**src/inc/flash_pwr_pkg.sv**
```systemverilog
// Purpose: shared constants and carriers for the flash power control registers
// Assumes: 32-bit ahb-lite data bus, byte address four times the printed offset
// Notes: widths fixed, no import used anywhere
package flash_pwr_pkg;
    // ==========================================================
    // register offsets
    localparam logic [11:0] ctrl_status_off = 12'h220; // control/status
    localparam logic [11:0] read_power_off = 12'h222; // printed offset, not word aligned
    localparam logic [11:0] ctrl_status_idx = 12'h220; // index form
    localparam logic [11:0] read_power_idx = 12'h222; // index form
    // ==========================================================
    // field positions
    localparam int ready_bit = 0; // ready flag
    localparam int rewrite_bit = 1; // rewrite enable
    localparam int lock_ovr_bit = 2; // lock override
    localparam int halt_bit = 3; // flash halt
    localparam int rsv4_bit = 4; // reserved, write 0
    localparam int rsv5_bit = 5; // reserved, boot dependent
    localparam int perr_bit = 6; // program error
    localparam int rsv7_bit = 7; // reserved, read undefined
    localparam int slow_bit = 2; // slow read
    localparam int lowi_bit = 3; // low current read
    // ==========================================================
    // reset values
    localparam logic [7:0] ctrl_rst_normal = 8'h01; // other boot modes
    localparam logic [7:0] ctrl_rst_user = 8'h21; // user boot mode
    localparam logic [3:0] pwr_rst_low = 4'h0; // low nibble after reset
    localparam logic [31:0] unmapped_data = 32'h0000_0000; // unmapped reads
    // ==========================================================
    // carriers
    typedef struct packed {
        logic valid; // write in data phase
        logic [7:0] data; // low byte of hwdata
    } byte_wr_t;
    typedef struct packed {
        logic busy; // program or erase running
        logic error; // last operation failed
    } seq_stat_t;
endpackage

```
**src/core/two_step_bit.sv**
```systemverilog
// Purpose: protected enable bit set only by a 0 then 1 write pair
// Assumes: wr pulses one cycle per register write
// Notes: clear always accepted, force_clr overrides
`timescale 1ns/1ps
`default_nettype none
module two_step_bit (
    input wire logic hclk, // bus clock
    input wire logic hresetn, // async reset, active low
    input wire logic wr, // write strobe to the owning register
    input wire logic wdat, // written bit value
    input wire logic force_clr, // hardware clear
    output logic q_ff // bit value
);
    logic armed_ff; // last write to this register wrote 0
    // ==========================================================
    // arm tracking: any other write breaks the pair
    always_ff @(posedge hclk or negedge hresetn) begin
        if (!hresetn) begin
            armed_ff <= 1'b0;
        end else if (wr) begin
            armed_ff <= ~wdat;
        end
    end
    // bit update: isolated 1 does nothing
    always_ff @(posedge hclk or negedge hresetn) begin
        if (!hresetn) begin
            q_ff <= 1'b0;
        end else if (force_clr) begin
            q_ff <= 1'b0;
        end else if (wr && !wdat) begin
            q_ff <= 1'b0;
        end else if (wr && wdat && armed_ff) begin
            q_ff <= 1'b1;
        end
    end
endmodule // two_step_bit
`default_nettype wire

```
**src/core/ahb_slave_if.sv**
```systemverilog
// Purpose: ahb-lite slave front end, one cycle data phase, always okay
// Assumes: single word transfers only
// Notes: write strobe comes in the data phase
`timescale 1ns/1ps
`default_nettype none
module ahb_slave_if (
    input wire logic hclk, // bus clock
    input wire logic hresetn, // async reset, active low
    input wire logic hsel, // slave select
    input wire logic [11:0] haddr, // byte address
    input wire logic [1:0] htrans, // transfer type
    input wire logic hwrite, // write
    input wire logic hready, // bus ready
    input wire logic [31:0] hwdata, // write data
    output logic [11:0] addr_ff, // latched address
    output logic wr_ff, // data phase write pending
    output logic rd_ff, // data phase read pending
    output logic hreadyout, // never stalls
    output logic hresp // always okay
);
    // ==========================================================
    // address phase capture
    always_ff @(posedge hclk or negedge hresetn) begin
        if (!hresetn) begin
            addr_ff <= 12'h000;
            wr_ff <= 1'b0;
            rd_ff <= 1'b0;
        end else if (hready) begin
            addr_ff <= haddr;
            wr_ff <= hsel && htrans[1] && hwrite;
            rd_ff <= hsel && htrans[1] && !hwrite;
        end
    end
    assign hreadyout = 1'b1; // zero wait states
    assign hresp = 1'b0; // okay
endmodule // ahb_slave_if
`default_nettype wire

```
**src/core/flash_power_control_regs.sv**
```systemverilog
// Purpose: flash control/status and read power registers behind ahb-lite
// Assumes: sequencer reports busy/error on the same clock
// Notes: a write hits a register when its data phase completes
//
// Chosen here: register access over AHB-Lite.
`timescale 1ns/1ps
`default_nettype none
module flash_power_control_regs (
    input wire logic hclk, // bus clock, 25 mhz
    input wire logic hresetn, // async reset, active low
    input wire logic hsel, // slave select
    input wire logic [11:0] haddr, // byte address
    input wire logic [1:0] htrans, // transfer type
    input wire logic hwrite, // write
    input wire logic [2:0] hsize, // size, word only
    input wire logic hready, // bus ready
    input wire logic [31:0] hwdata, // write data
    output logic [31:0] hrdata, // read data
    output logic hreadyout, // slave ready
    output logic hresp, // response
    input wire logic user_boot, // boot mode strap, same clock
    input wire flash_pwr_pkg::seq_stat_t seq_stat, // sequencer status
    output logic cmd_accept_en, // sequencer may take commands
    output logic lock_override, // ignore block lock bits
    output logic flash_reset, // hold sequencer in reset
    output logic flash_access_block, // block array accesses
    output logic slow_read_en, // slow read mode
    output logic low_current_read_en // low current read mode
);
    // ==========================================================
    // bus front end
    logic [11:0] addr_ff; // data phase address
    logic wr_ff; // data phase write
    logic rd_ff; // data phase read
    flash_pwr_pkg::byte_wr_t ctrl_wr; // write to control/status
    flash_pwr_pkg::byte_wr_t pwr_wr; // write to read power
    ahb_slave_if u_bus (
        .hclk(hclk),
        .hresetn(hresetn),
        .hsel(hsel),
        .haddr(haddr),
        .htrans(htrans),
        .hwrite(hwrite),
        .hready(hready),
        .hwdata(hwdata),
        .addr_ff(addr_ff),
        .wr_ff(wr_ff),
        .rd_ff(rd_ff),
        .hreadyout(hreadyout),
        .hresp(hresp)
    );
    // decode used for writes and reads alike
    function automatic logic hit(input logic [11:0] a, input logic [11:0] off);
        hit = (a[11:2] == off[11:2]);
    endfunction
    // printed offsets are not all multiples of four, so byte address is 4*index
    localparam logic [11:0] ctrl_addr = 12'(flash_pwr_pkg::ctrl_status_idx << 2);
    localparam logic [11:0] pwr_addr = 12'(flash_pwr_pkg::read_power_idx << 2);
    always_comb begin
        ctrl_wr.valid = wr_ff && hit(addr_ff, ctrl_addr);
        ctrl_wr.data = hwdata[7:0];
        pwr_wr.valid = wr_ff && hit(addr_ff, pwr_addr);
        pwr_wr.data = hwdata[7:0];
    end
    // ==========================================================
    // boot strap capture after release
    logic boot_seen_ff; // strap already taken
    logic rsv5_ff; // reserved bit 5
    logic rsv4_ff; // reserved bit 4
    always_ff @(posedge hclk or negedge hresetn) begin
        if (!hresetn) begin
            boot_seen_ff <= 1'b0;
            rsv5_ff <= 1'b0;
        end else if (!boot_seen_ff) begin
            boot_seen_ff <= 1'b1;
            rsv5_ff <= user_boot;
        end else if (ctrl_wr.valid) begin
            rsv5_ff <= ctrl_wr.data[flash_pwr_pkg::rsv5_bit];
        end
    end
    // bit 4 stores what is written; software keeps it 0
    always_ff @(posedge hclk or negedge hresetn) begin
        if (!hresetn) begin
            rsv4_ff <= flash_pwr_pkg::ctrl_rst_normal[flash_pwr_pkg::rsv4_bit];
        end else if (ctrl_wr.valid) begin
            rsv4_ff <= ctrl_wr.data[flash_pwr_pkg::rsv4_bit];
        end
    end
    // ==========================================================
    // control/status plain bits
    logic lock_ff; // lock override
    logic halt_ff; // flash halt
    always_ff @(posedge hclk or negedge hresetn) begin
        if (!hresetn) begin
            lock_ff <= flash_pwr_pkg::ctrl_rst_normal[flash_pwr_pkg::lock_ovr_bit];
            halt_ff <= flash_pwr_pkg::ctrl_rst_normal[flash_pwr_pkg::halt_bit];
        end else if (ctrl_wr.valid) begin
            lock_ff <= ctrl_wr.data[flash_pwr_pkg::lock_ovr_bit];
            halt_ff <= ctrl_wr.data[flash_pwr_pkg::halt_bit];
        end
    end
    // rewrite enable, protected; halt clears it with the control circuit
    logic rewrite_ff; // rewrite enable
    two_step_bit u_rewrite (
        .hclk(hclk),
        .hresetn(hresetn),
        .wr(ctrl_wr.valid),
        .wdat(ctrl_wr.data[flash_pwr_pkg::rewrite_bit]),
        .force_clr(halt_ff),
        .q_ff(rewrite_ff)
    );
    // ==========================================================
    // read power register, both bits protected
    logic slow_ff; // slow read
    logic lowi_ff; // low current read
    logic [3:0] pwr_hi_ff; // upper nibble, stores writes
    two_step_bit u_slow (
        .hclk(hclk),
        .hresetn(hresetn),
        .wr(pwr_wr.valid),
        .wdat(pwr_wr.data[flash_pwr_pkg::slow_bit]),
        .force_clr(1'b0),
        .q_ff(slow_ff)
    );
    two_step_bit u_lowi (
        .hclk(hclk),
        .hresetn(hresetn),
        .wr(pwr_wr.valid),
        .wdat(pwr_wr.data[flash_pwr_pkg::lowi_bit]),
        .force_clr(1'b0),
        .q_ff(lowi_ff)
    );
    always_ff @(posedge hclk or negedge hresetn) begin
        if (!hresetn) begin
            pwr_hi_ff <= 4'h0; // undefined on reset, zero chosen
        end else if (pwr_wr.valid) begin
            pwr_hi_ff <= pwr_wr.data[7:4];
        end
    end
    logic [1:0] pwr_lo_ff; // bits 1:0, plain storage
    always_ff @(posedge hclk or negedge hresetn) begin
        if (!hresetn) begin
            pwr_lo_ff <= flash_pwr_pkg::pwr_rst_low[1:0];
        end else if (pwr_wr.valid) begin
            pwr_lo_ff <= pwr_wr.data[1:0];
        end
    end
    // ==========================================================
    // outputs to the flash array and sequencer
    logic ready_flag; // live ready flag
    // halt resets the sequencer, so it shows ready while halted
    assign ready_flag = halt_ff | ~seq_stat.busy;
    // commands only while rewrite is on and flash is not halted
    assign cmd_accept_en = rewrite_ff & ~halt_ff;
    assign lock_override = lock_ff;
    assign flash_reset = halt_ff;
    assign flash_access_block = halt_ff;
    // read modes dropped while halted; software keeps them off in rewrite
    assign slow_read_en = slow_ff & ~halt_ff;
    assign low_current_read_en = lowi_ff & ~halt_ff;
    // ==========================================================
    // read data, registered by nothing: stable in data phase
    logic [7:0] ctrl_rd; // assembled control/status
    always_comb begin
        ctrl_rd = 8'h00;
        ctrl_rd[flash_pwr_pkg::ready_bit] = ready_flag;
        ctrl_rd[flash_pwr_pkg::rewrite_bit] = rewrite_ff;
        ctrl_rd[flash_pwr_pkg::lock_ovr_bit] = lock_ff;
        ctrl_rd[flash_pwr_pkg::halt_bit] = halt_ff;
        ctrl_rd[flash_pwr_pkg::rsv4_bit] = rsv4_ff;
        ctrl_rd[flash_pwr_pkg::rsv5_bit] = rsv5_ff;
        ctrl_rd[flash_pwr_pkg::perr_bit] = seq_stat.error;
        ctrl_rd[flash_pwr_pkg::rsv7_bit] = 1'b0;
    end
    always_comb begin
        if (rd_ff && hit(addr_ff, ctrl_addr)) begin
            hrdata = {24'h000000, ctrl_rd};
        end else if (rd_ff && hit(addr_ff, pwr_addr)) begin
            hrdata = {24'h000000, pwr_hi_ff, lowi_ff, slow_ff, pwr_lo_ff};
        end else begin
            hrdata = flash_pwr_pkg::unmapped_data;
        end
    end
endmodule // flash_power_control_regs
`default_nettype wire

```
**config.mk**
```make
export PLATFORM = sky130hd
export DESIGN_NAME = flash_power_control_regs
export DESIGN_NICKNAME = d
export VERILOG_FILES = /design/src/inc/flash_pwr_pkg.sv /design/src/core/two_step_bit.sv /design/src/core/ahb_slave_if.sv /design/src/core/flash_power_control_regs.sv
export SDC_FILE = /design/constraint.sdc
export NUM_CORES = 1
export LEC_CHECK = 0
export BUFFER_PORTS_ARGS = -buffer_cell sky130_fd_sc_hd__clkbuf_2
export CORE_ASPECT_RATIO = 1.2
export CORE_MARGIN = 8
export CORE_UTILIZATION = 45
export DETAILED_ROUTE_END_ITERATION = 10
export PLACE_DENSITY = 0.92
export REMOVE_ABC_BUFFERS = 1
export SYNTH_ARGS = -nofsm -noshare
export SYNTH_HDL_FRONTEND = slang
export SYNTH_SLANG_ARGS = --single-unit
```
**constraint.sdc**
```tcl
create_clock -name hclk -period 5.8 [get_ports hclk]
set_input_delay 1.45 -clock hclk [delete_from_list [all_inputs] [get_ports hclk]]
set_output_delay 1.45 -clock hclk [all_outputs]
set_load 0.005 [all_outputs]
```
# After elaboration in Yosys (flattened, before gate mapping)
# Index checks and enable logic that the tools add are counted.
# word_totals
ff_bits	31
in_bits	57
elab_cells	62
# op_classes
eq_ne	3
n_mux	11
n_bitwise	9
n_reduce_logical	23
# op_table
cell	count
$mux W32	1
$eq A10 B10 Y1 const B	2
$logic_and A1 B1 Y1	16
$mux W1	9
$mux W8	1
$not A1 Y1	5
$logic_not A1 Y1	4
$reduce_bool A2 Y1	2
$and A1 B1 Y1	3
$reduce_bool A3 Y1	1
$ne A2 B1 Y1 const B	1
$or A1 B1 Y1	1

# Longest topological paths before layout
# Gate-level depths: netlist of run 1.
# logic_depth
depth_word	7
depth_mapped	5
depth_no_buf	4

# Hierarchy
# From an unflattened synthesis of run 1, not the netlist that was laid out.
# unflattened
hier_cells	143
area_unflattened_um2	1694.1
# modules_own_cells
mod	instances	cells_per_inst	area_each_um2	seq_area_each_um2
flash_power_control_regs	1	84	848.3	275.3
ahb_slave_if	1	38	594.3	350.3
two_step_bit	3	7	83.8	50.0

# Least setup slack after synthesis of run 1
# No wires, ideal clock.
# synth_path
path_type	input to output
startpoint	in seq_stat[1] in the netlist's numbering
endpoint	out hrdata[0]
arrival_ns	1.719
setup_slack_ns	2.631
stages	1
path_buffers	0
path_cell_list	a221oi_1
# synth_between
elab_chain_cells	3
# synth_lines
item	line	text
from (decl)	flash_power_control_regs.sv:22	input wire flash_pwr_pkg::seq_stat_t seq_stat,
$not A1 Y1	flash_power_control_regs.sv:152	assign ready_flag = halt_ff | ~seq_stat.busy;
$or A1 B1 Y1	flash_power_control_regs.sv:152	
$mux W32	flash_power_control_regs.sv:176	if (rd_ff && hit(addr_ff, ctrl_addr)) begin
to (decl)	flash_power_control_regs.sv:18	output logic [31:0] hrdata,
# No other way between the ends.

# Final worst setup path of run 1
# layout_path
startpoint	reg u_bus.addr_ff[9]
endpoint	out hrdata[0]
# layout_between
elab_chain_cells	4
# layout_lines
item	line	text
from (decl)	ahb_slave_if.sv:15	output logic [11:0] addr_ff,
from (signal assigned)	ahb_slave_if.sv:29	addr_ff <= haddr;
$eq A10 B10 Y1	flash_power_control_regs.sv:54	hit = (a[11:2] == off[11:2]);
$logic_and A1 B1 Y1	flash_power_control_regs.sv:178	end else if (rd_ff && hit(addr_ff, pwr_addr)) begin
$mux W8	flash_power_control_regs.sv:178	
$mux W32 *	flash_power_control_regs.sv:176	
# Mark *: on every way between the ends. The rest lies on a longest branch, timed or not.

==> results_dict.tcl, run 1 <==
set metrics [dict create \
    run_status "finished clean" \
    initial_core_util 0.459 \
    cpPeakStageDelay_ps 580 \
    layout_commonest_cell "clkbuf_2" \
    path_delay_family "simple AND/OR/NAND/NOR gates" \
    portBuffers 40 \
    antenna_found_initial 0 \
    dp_slack_ps 2410 \
    period_minus_slack_ps 3590 \
    hold_violations 0 \
    fin_crit_sh 0.619 \
    postCtsResizedCells 0 \
    reg2reg_depth 3 \
    cp.required_ps 4350 \
    die_h_um 79.1 \
    relSlewSlack 0.530 \
    numCtsBuffers 5 \
    worstReg2RegEnd "flash_access_block" \
    insertedDiodeCount 0 \
    max_freq_mhz 279 \
    setup_viol 0 \
    cp-end-kind "output port" \
    finalNetCount 233 \
    clock_latency_ps 280 \
    r2r-start "u_bus.addr_ff[9]" \
    path_cells "or4b_1 > nor3_1 > nand2_1 > a221oi_1 > clkbuf_2" \
    cap_violations 0 \
    clock_skew_ps 5.11 \
    largest_reg_flops 10 \
    drtAntennaViolNets 0 \
    drive_gt1_frac 0.367 \
    grt_pass1_vias 998 \
    clockBufferDepth 2 \
    crit_path_top_delay_cell "or4b_1" \
    yosysWarnings 0 \
    place_congestion 0.697 \
    worst_slack_ps 2210 \
    arrival_ps 2140 \
    synthesis.area_mm2 0.00149 \
    worstHoldStart "boot_seen_ff" \
    yosys_register_bits 29 \
    post_cts_buffers 0 \
    grt_start_max_net_pins 30 \
    synthCells 134 \
    place_inst 206 \
    grt_usage 0.117 \
    rrSetupSlack_ps 3680 \
    hpwl_um 2280 \
    layout_common_cells "clkbuf_2, dfrtp_1, conb_1, mux2_2, nor2_1" \
    crit_fanout 8 \
    ctsRootBufferMaster "clkbuf_8" \
    vdd_drop_max_v 0.000169 \
    grt_setup_unrepaired "no" \
    final_util 0.529 \
    wirelength_um 2920 \
    rows 23 \
    htreeDepth 2 \
    top_register "u_bus.addr_ff" \
    hold_depth 1 \
    drc 0 \
    die_x_um 68.6 \
    p_leak_uw 0.000906 \
    synth-seq-area-share 0.486 \
    finalSetupTns_ps 0 \
    largestRegisters "u_bus.addr_ff: 10 flops, pwr_hi_ff: 4 flops, pwr_lo_ff: 2 flops" \
    overflow 0 \
    area.growth.synth_to_final_pct 15.3 \
    ctsHoldBuffers 0 \
    cts_tree "built" \
    vias 987 \
    die_area_mm2 0.00542 \
    detailedRoute.firstIterationViolations 24 \
    holdPathEnd "rsv5_ff" \
    synth_area_per_cell_um2 11.1 \
    power.density_mw_per_mm2 256 \
    post_drt_wl_per_cell_um 13.6 \
    core_mm2 0.00325 \
    fin_cells 214 \
    hold_path.class "flop to flop" \
    ys_types 27 \
    path_buf_inv 1 \
    routed_via_density 4.61 \
    crit_path_start_kind "flop" \
    critPathKind "flop to output port" \
    grt_pass1_wl_um 4730 \
    first_pass_iters 2 \
    ios 97 \
    maxSlewViolCount 0 \
    clk_pin_slew_ps 60 \
    clock_sinks 29 \
    worst_pin_slew_ps 705 \
]
## kinds of logic (layout without fill, tap and decap cells)
kind of cell	after synthesis	count (layout)	share of synthesized area
compound gates	12	12	0.0486
flops	29	29	0.486
other cells	2	27	0.00503
mux	25	25	0.188
buf+inv	37	55	0.163
simple gates	29	29	0.110
## stage by stage
stage	hold slack (ps)	total power, µW	area, µm²
after floorplan	418	244	1370
after global placement	425	263	1620
after detailed placement	445	265	1620
after CTS	453	449	1720
after global routing	477	464	1720
final	448	441	1720
## synth_stat cells
| cell | n | share of area |
|---|---|---|
| or4b_1 | 2 | 0.013 |
| o21ai_1 | 2 | 0.0067 |
| nor3_1 | 1 | 0.0033 |
| a221oi_1 | 1 | 0.0059 |
| buf_4 | 27 | 0.14 |
| o21bai_1 | 1 | 0.0050 |
| buf_1 | 1 | 0.0025 |
| buf_2 | 2 | 0.0067 |
| inv_1 | 6 | 0.015 |
| nor4_2 | 1 | 0.0084 |
| nor2_1 | 10 | 0.025 |
| mux2_4 | 2 | 0.020 |
| clkbuf_1 | 1 | 0.0025 |
| nand4b_1 | 1 | 0.0059 |
| nand2_1 | 6 | 0.015 |
| o21ai_0 | 3 | 0.010 |
| or4b_4 | 1 | 0.0092 |
| o221a_1 | 1 | 0.0075 |
| mux2i_1 | 7 | 0.047 |
| a21oi_1 | 4 | 0.013 |
| mux2_2 | 12 | 0.091 |
| nor2b_1 | 5 | 0.021 |
| dfrtp_1 | 29 | 0.49 |
| conb_1 | 2 | 0.0050 |
| nand4_1 | 1 | 0.0042 |
| mux2_1 | 4 | 0.030 |
| and3_1 | 1 | 0.0042 |
## how the worst max path moves through the flow
stage          slack [ps]   endpoint        startpoint  depth (start not counted)
3_5_place_dp         2410  hrdata[0]       seq_stat[1]                          3
3_3_place_gp         2440  hrdata[0]       seq_stat[1]                          3
6_report             2210  hrdata[0]  u_bus.addr_ff[9]                          5
2_1_floorplan        2630  hrdata[0]       seq_stat[1]                          1
4_1_cts              2180  hrdata[0]  u_bus.addr_ff[2]                          5
5_1_grt              2020  hrdata[0]  u_bus.addr_ff[9]                          5
## routing by layer
metal	wire, µm	global-route usage
met5	0	0
met2	1450	0.193
met4	48	0.0431
met3	388	0.0633
met1	1030	0.120
## power breakdown
part           internal [µW]  leakage [µW]  switching, µW
sequential               213      0.000341           9.20
clock                    107     0.0000542           73.0
combinational           20.1      0.000511           18.5
total                    340      0.000906            101
## final cells by class
| type | count | area [µm²] |
|---|---|---|
| inverters | 6 | 22.5 |
| flip-flops and latches | 29 | 726 |
| well taps | 37 | 46.3 |
| fillers | 308 | 1530 |
| clock buffers | 7 | 96.3 |
| clock inverters | 1 | 5.00 |
| multi-input cells | 93 | 618 |
| repair buffers | 41 | 208 |
Power figures use the tool's default switching activity.
==> inputs of run 2 (changes only) <==
--- a/config.mk
+++ b/config.mk
@@ -5,12 +5,13 @@
 export SDC_FILE = /design/constraint.sdc
 export NUM_CORES = 1
 export LEC_CHECK = 0
+export ABC_AREA = 1
 export BUFFER_PORTS_ARGS = -buffer_cell sky130_fd_sc_hd__clkbuf_2
 export CORE_ASPECT_RATIO = 1.2
 export CORE_MARGIN = 8
-export CORE_UTILIZATION = 45
+export CORE_UTILIZATION = 39
 export DETAILED_ROUTE_END_ITERATION = 10
-export PLACE_DENSITY = 0.92
+export PLACE_DENSITY = 0.83
 export REMOVE_ABC_BUFFERS = 1
 export SYNTH_ARGS = -nofsm -noshare
 export SYNTH_HDL_FRONTEND = slang
==> constraint.sdc (replaced) <==
create_clock -name hclk -period 3.2 [get_ports hclk]
set_input_delay 0.8 -clock hclk [delete_from_list [all_inputs] [get_ports hclk]]
set_output_delay 0.8 -clock hclk [all_outputs]
set_load 0.005 [all_outputs]
==> run 2 against run 1 <==
- sequential cell count is the same
- clock power grew 57%
- global-route usage shrank 0.50 points
- count of clock-buffer cells in the layout shrank 1
- sequential power grew 88%
- via count grew 33%
- wire length grew 18%
- power grew 84%
- largest cell class is now multi-input combinational cells
- largest power group unchanged
==> results_dict.tcl, run 2 <==
set metrics [dict create \
    run_status "finished clean" \
    largestRegisters "u_bus.addr_ff: 10 flops, pwr_hi_ff: 4 flops, pwr_lo_ff: 2 flops" \
    hold_violations 0 \
    period_minus_slack_ps 2500 \
    post_cts_buffers 0 \
    power_frac_seq 0.515 \
    regArea_um2 726 \
    max_freq_mhz 401 \
    detailedRoute.firstIterationViolations 82 \
    cap_violations 0 \
    routed_via_density 4.40 \
    initial_core_util 0.397 \
    rows 26 \
    reg2reg_depth 7 \
    yosysTopAreaCell "dfrtp_1" \
    final_cell_area_mm2 0.00188 \
    layout_common_cells "nand2_1, clkbuf_2, dfrtp_1, conb_1, o21ai_0" \
    worst_slack_ps 704 \
    power.density_mw_per_mm2 432 \
    hold_slack_ps 481 \
    cp.required_ps 2400 \
    htreeDepth 2 \
    synth_top_family_by_area "simple AND/OR/NAND/NOR gates" \
    multi_input_area_um2 731 \
    grt-busiest-layer "met2" \
    async_reset_ff_frac 1.00 \
    crit_fanout 10 \
    setup_viol 0 \
    clockBufferDepth 2 \
    first_pass_iters 4 \
    postCtsResizedCells 0 \
    cts_tree "built" \
    dp_slack_ps 1020 \
    fin_cells 298 \
    synth_edf_count 0 \
    hold_path.class "flop to flop" \
    largest_reg_flops 10 \
    die_area_mm2 0.00659 \
    antenna_found_initial 0 \
    grt_util_met1 0.113 \
    wirelength_um 3460 \
    layout_commonest_cell "nand2_1" \
    ctsRootBufferMaster "clkbuf_8" \
    yosysTopAreaCellShare 0.439 \
    grt_pass1_wl_um 5530 \
    yosys-top-cells-area "dfrtp_1, nand2_1, buf_4, o21ai_0, inv_1" \
    crit_path_start "u_bus.addr_ff[2]" \
    p_switching_uw 222 \
    insertedDiodeCount 0 \
    hpwl_um 2670 \
    n_fill_cell 421 \
    synth.most_common_cell "nand2_1" \
    drtAntennaViolNets 0 \
    rrSetupSlack_ps 1850 \
    fin_crit_sh 0.780 \
    synth_compound_area_frac 0.0878 \
    yosysWarnings 0 \
    cp-end-kind "output port" \
    die_x_um 75.4 \
    swShare 0.273 \
    ios 97 \
    critPathKind "flop to output port" \
    cp-endpoint "hrdata[5]" \
    vias 1312 \
    place_inst 290 \
    ctsHoldBuffers 0 \
    worstReg2RegEnd "u_slow.q_ff" \
    vdd_drop_max_v 0.000246 \
    drc 0 \
    portBuffers 40 \
    arrival_ps 1700 \
    synth-simple-area-share 0.273 \
    finalSetupTns_ps 0 \
    numCtsBuffers 5 \
    clock_sinks 29 \
    synth_area_per_cell_um2 8.31 \
    grt_use_met2 0.186 \
    r2r-start "u_bus.addr_ff[5]" \
    yosys_register_bits 29 \
    top_register "u_bus.addr_ff" \
    overflow 0 \
    synthAdderAreaFrac 0 \
    clk_pin_slew_ps 60 \
    grt_usage 0.112 \
    dpl_cell_area_mm2 0.00180 \
    grt_start_max_net_pins 30 \
    relSlewSlack 0.521 \
    synth_top_flop_cell "dfrtp_1" \
    ys_types 24 \
    finalNetCount 298 \
    crit_path_start_kind "flop" \
    grt_setup_unrepaired "no" \
    drive_gt1_frac 0.302 \
    p_leak_uw 0.00100 \
    muxShareOfSynthArea 0.0204 \
    area.growth.synth_to_final_pct 13.6 \
    synthTopCellsByCount "nand2_1, dfrtp_1, buf_4" \
    hold_depth 2 \
    post_drt_wl_per_cell_um 11.6 \
    synth-seq-area-share 0.439 \
    pwr-share-comb 0.137 \
    place_congestion 0.789 \
    die_h_um 87.3 \
    core_mm2 0.00416 \
    maxSlewViolCount 0 \
    p_clk_frac 0.348 \
    intPower_uw 590 \
    met3_usage 0.0553 \
    worst_pin_slew_ps 719 \
    synth_xor_area_frac 0 \
    grt_pass1_vias 1258 \
    synthCells 199 \
    clock_skew_ps 3.74 \
    clock_latency_ps 280 \
    synthesis.area_mm2 0.00165 \
]
run 2: layer usage:
metal / vias up / wire length (µm) / share of wire
met5: - / 0 / 0
met1: 587 / 1290 / 0.37
li1: 656 / - / -
met3: 9 / 454 / 0.13
met4: 0 / 78 / 0.023
met2: 60 / 1630 / 0.47
run 2: cell families after synthesis:
kind of cell,count (synthesis)
AOI/OAI and AO/OA,26
buffers and inverters,48
DFF,29
muxes,3
other,2
and+or+nand+nor,91
run 2: area by class of cell:
| cell class | count | share of cell area |
|---|---|---|
| clock buffers | 6 | 0.0386 |
| clock inverters | 2 | 0.00533 |
| inverters | 18 | 0.0366 |
| multi-input cells | 147 | 0.389 |
| flip-flops and latches | 29 | 0.386 |
| well taps | 56 | 0.0373 |
| repair buffers | 40 | 0.107 |
run 2: worst max-delay path, cell delays in order, from the launching register on:
cell	delay, ps
dfrtp_1	380
inv_1	90
nand2_1	60
nor2_2	140
nand3_4	170
nor2_4	240
nand2_1	70
o21ai_0	100
clkbuf_2	160
run 2: worst min-delay path by stage:
stage,from,to,slack (ps)
6_report,pwr_hi_ff[2],pwr_hi_ff[2],480
2_1_floorplan,pwr_hi_ff[1],pwr_hi_ff[1],450
5_1_grt,pwr_hi_ff[1],pwr_hi_ff[1],510
3_3_place_gp,pwr_hi_ff[3],pwr_hi_ff[3],460
4_1_cts,pwr_hi_ff[2],pwr_hi_ff[2],480
3_5_place_dp,pwr_hi_ff[2],pwr_hi_ff[2],470
run 2: stage by stage:
step | util | total power [µW]
floorplan | - | 488
global placement | 0.431 | 531
detailed placement | 0.431 | 536
CTS | 0.451 | 824
global route | 0.451 | 860
finish | 0.451 | 812
run 2: power groups by stage:
stage / clock [µW] / combinational (µW) / sequential (µW)
after detailed placement: 0 / 111 / 425
after floorplan: 0 / 67.1 / 421
after global routing: 310 / 128 / 422
final: 283 / 111 / 418
after CTS: 294 / 111 / 418
after global placement: 0 / 108 / 423
==> inputs of run 3 (changes only) <==
--- a/config.mk
+++ b/config.mk
@@ -9,9 +9,9 @@
 export BUFFER_PORTS_ARGS = -buffer_cell sky130_fd_sc_hd__clkbuf_2
 export CORE_ASPECT_RATIO = 1.2
 export CORE_MARGIN = 8
-export CORE_UTILIZATION = 39
+export CORE_UTILIZATION = 43
 export DETAILED_ROUTE_END_ITERATION = 10
-export PLACE_DENSITY = 0.83
+export PLACE_DENSITY = 0.86
 export REMOVE_ABC_BUFFERS = 1
 export SYNTH_ARGS = -nofsm -noshare
 export SYNTH_HDL_FRONTEND = slang
==> constraint.sdc (replaced) <==
create_clock -name hclk -period 2.57 [get_ports hclk]
set_input_delay 0.6425 -clock hclk [delete_from_list [all_inputs] [get_ports hclk]]
set_output_delay 0.6425 -clock hclk [all_outputs]
set_load 0.005 [all_outputs]
==> run 3 against run 2 <==
- sequential power grew 25%
- first-iteration DRC count shrank 27%
- power grew 25%
- sequential share of layout area grew 0.16 points
- sequential cell count is the same
- clock power grew 26%
==> results_dict.tcl, run 3 (same netlist as run 2, synthesis figures left out) <==
set metrics [dict create \
    fin_cells 294 \
    path_delay_family "simple AND/OR/NAND/NOR gates" \
    drive_gt1_frac 0.293 \
    grt_pass1_vias 1271 \
    ctsRootBufferMaster "clkbuf_8" \
    cts_tree "built" \
    vias 1280 \
    final_cell_area_mm2 0.00187 \
    antenna_found_initial 0 \
    ctsHoldBuffers 0 \
    rrSetupSlack_ps 1230 \
    layout_common_cells "nand2_1, clkbuf_2, dfrtp_1, conb_1, o21ai_0" \
    hold_slack_ps 408 \
    post_drt_wl_per_cell_um 11.7 \
    initial_core_util 0.451 \
    path_buf_inv 2 \
    first_pass_iters 4 \
    grt_pass1_wl_um 5800 \
    core_mm2 0.00366 \
    cp-end-kind "output port" \
    maxSlewViolCount 0 \
    regArea_um2 726 \
    vdd_drop_max_v 0.000415 \
    grt_setup_unrepaired "no" \
    relSlewSlack 0.515 \
    htreeDepth 2 \
    cp.required_ps 1930 \
    finalSetupTns_ps 0 \
    critPathKind "flop to output port" \
    reg2reg_depth 7 \
    hold_violations 0 \
    die_area_mm2 0.00609 \
    die_x_um 72.6 \
    post_cts_buffers 0 \
    grt_start_max_net_pins 30 \
    run_status "finished clean" \
    worst_path_most_repeated_cell "nand2_1" \
    ios 97 \
    wirelength_um 3430 \
    crit_path_top_delay_cell "dfrtp_1" \
    largestRegisters "u_bus.addr_ff: 10 flops, pwr_hi_ff: 4 flops, pwr_lo_ff: 2 flops" \
    n_fill_cell 393 \
    clock_skew_ps 2.55 \
    r2r-start "u_bus.addr_ff[4]" \
    clock_latency_ps 280 \
    path_cells "inv_1 > nand2_1 > nor2_2 > nand3_4 > nor2_4 > nand2_1 > o21ai_0 > clkbuf_2" \
    cp-endpoint "hrdata[4]" \
    hpwl_um 2700 \
    worstReg2RegEnd "u_slow.q_ff" \
    place_inst 286 \
    crit_path_start "u_bus.addr_ff[2]" \
    worst_pin_slew_ps 727 \
    finalNetCount 298 \
    place_congestion 0.783 \
    cpPeakStageDelay_ps 370 \
    drtAntennaViolNets 0 \
    clockBufferDepth 2 \
    insertedDiodeCount 0 \
    path_depth 8 \
    routed_via_density 4.35 \
    rows 24 \
    area.growth.synth_to_final_pct 13.2 \
    grt_usage 0.121 \
    die_h_um 83.9 \
    clock_sinks 29 \
    setup_viol 0 \
    numCtsBuffers 5 \
    period_minus_slack_ps 2340 \
    clk_pin_slew_ps 60 \
    arrival_ps 1700 \
    layout_commonest_cell "nand2_1" \
    largest_reg_flops 10 \
    cap_violations 0 \
    crit_path_start_kind "flop" \
    p_leak_uw 0.000996 \
    fin_crit_sh 0.911 \
    max_freq_mhz 427 \
    portBuffers 40 \
    drc 0 \
    hold_path.class "primary input to asynchronous set/reset pin" \
    detailedRoute.firstIterationViolations 60 \
    dpl_cell_area_mm2 0.00179 \
    postCtsResizedCells 0 \
    crit_fanout 10 \
    power.density_mw_per_mm2 544 \
    multi_input_area_um2 731 \
    top_register "u_bus.addr_ff" \
    overflow 0 \
]
run 3: changes by cell type in the layout (fill, tap and decap cells not counted):
cell | before | now
clkinv_2 | 3 | 1
clkbuf_1 | 1 | 3
run 3: cell type report:
class	instances	area share
Multi-Input combinational cell	147	0.391
Sequential cell	29	0.388
Tap cell	52	0.0348
Timing Repair Buffer	40	0.107
Clock buffer	8	0.0428
Inverter	18	0.0368
run 3: worst min path at each step:
stage,start,to,slack [ps],cells after the start
floorplan,hresetn,boot_seen_ff,350,0
global placement,pwr_lo_ff[0],pwr_lo_ff[0],460,2
detailed placement,pwr_lo_ff[0],pwr_lo_ff[0],470,2
CTS,hresetn,flash_access_block,430,1
global route,hresetn,flash_access_block,460,1
finish,hresetn,flash_access_block,410,1
run 3: where the power goes:
part	internal (µW)	leakage, µW	switching (µW)
clock	192	0.0000395	165
sequential	494	0.000320	27.9
combinational	53.8	0.000636	84.9
run 3: worst reg2reg max path, delay by kind of cell, from the launching register on:
kind                   cells  cell delay [ps]
flip-flops                 1              390
buffers and inverters      1              170
AND/OR/NAND/NOR            5              640
AO/OA/AOI/OAI              1               70
run 3: metrics by stage:
step,util,total power [µW],setup WS (ps)
2_1_floorplan,-,608,883
3_3_place_gp,0.489,660,575
3_5_place_dp,0.489,668,548
4_1_cts,0.511,1030,230
5_1_grt,0.511,1080,97.2
6_report,0.511,1020,228
run 3: routing by layer:
metal	part of all wire	vias to the layer above	wire length, µm	GRT usage
met1	0.41	568	1400	0.128
met3	0.11	5	391	0.0745
met5	0	-	0	0
met2	0.47	54	1600	0.192
li1	-	653	-	-
met4	0.011	0	37	0.0383
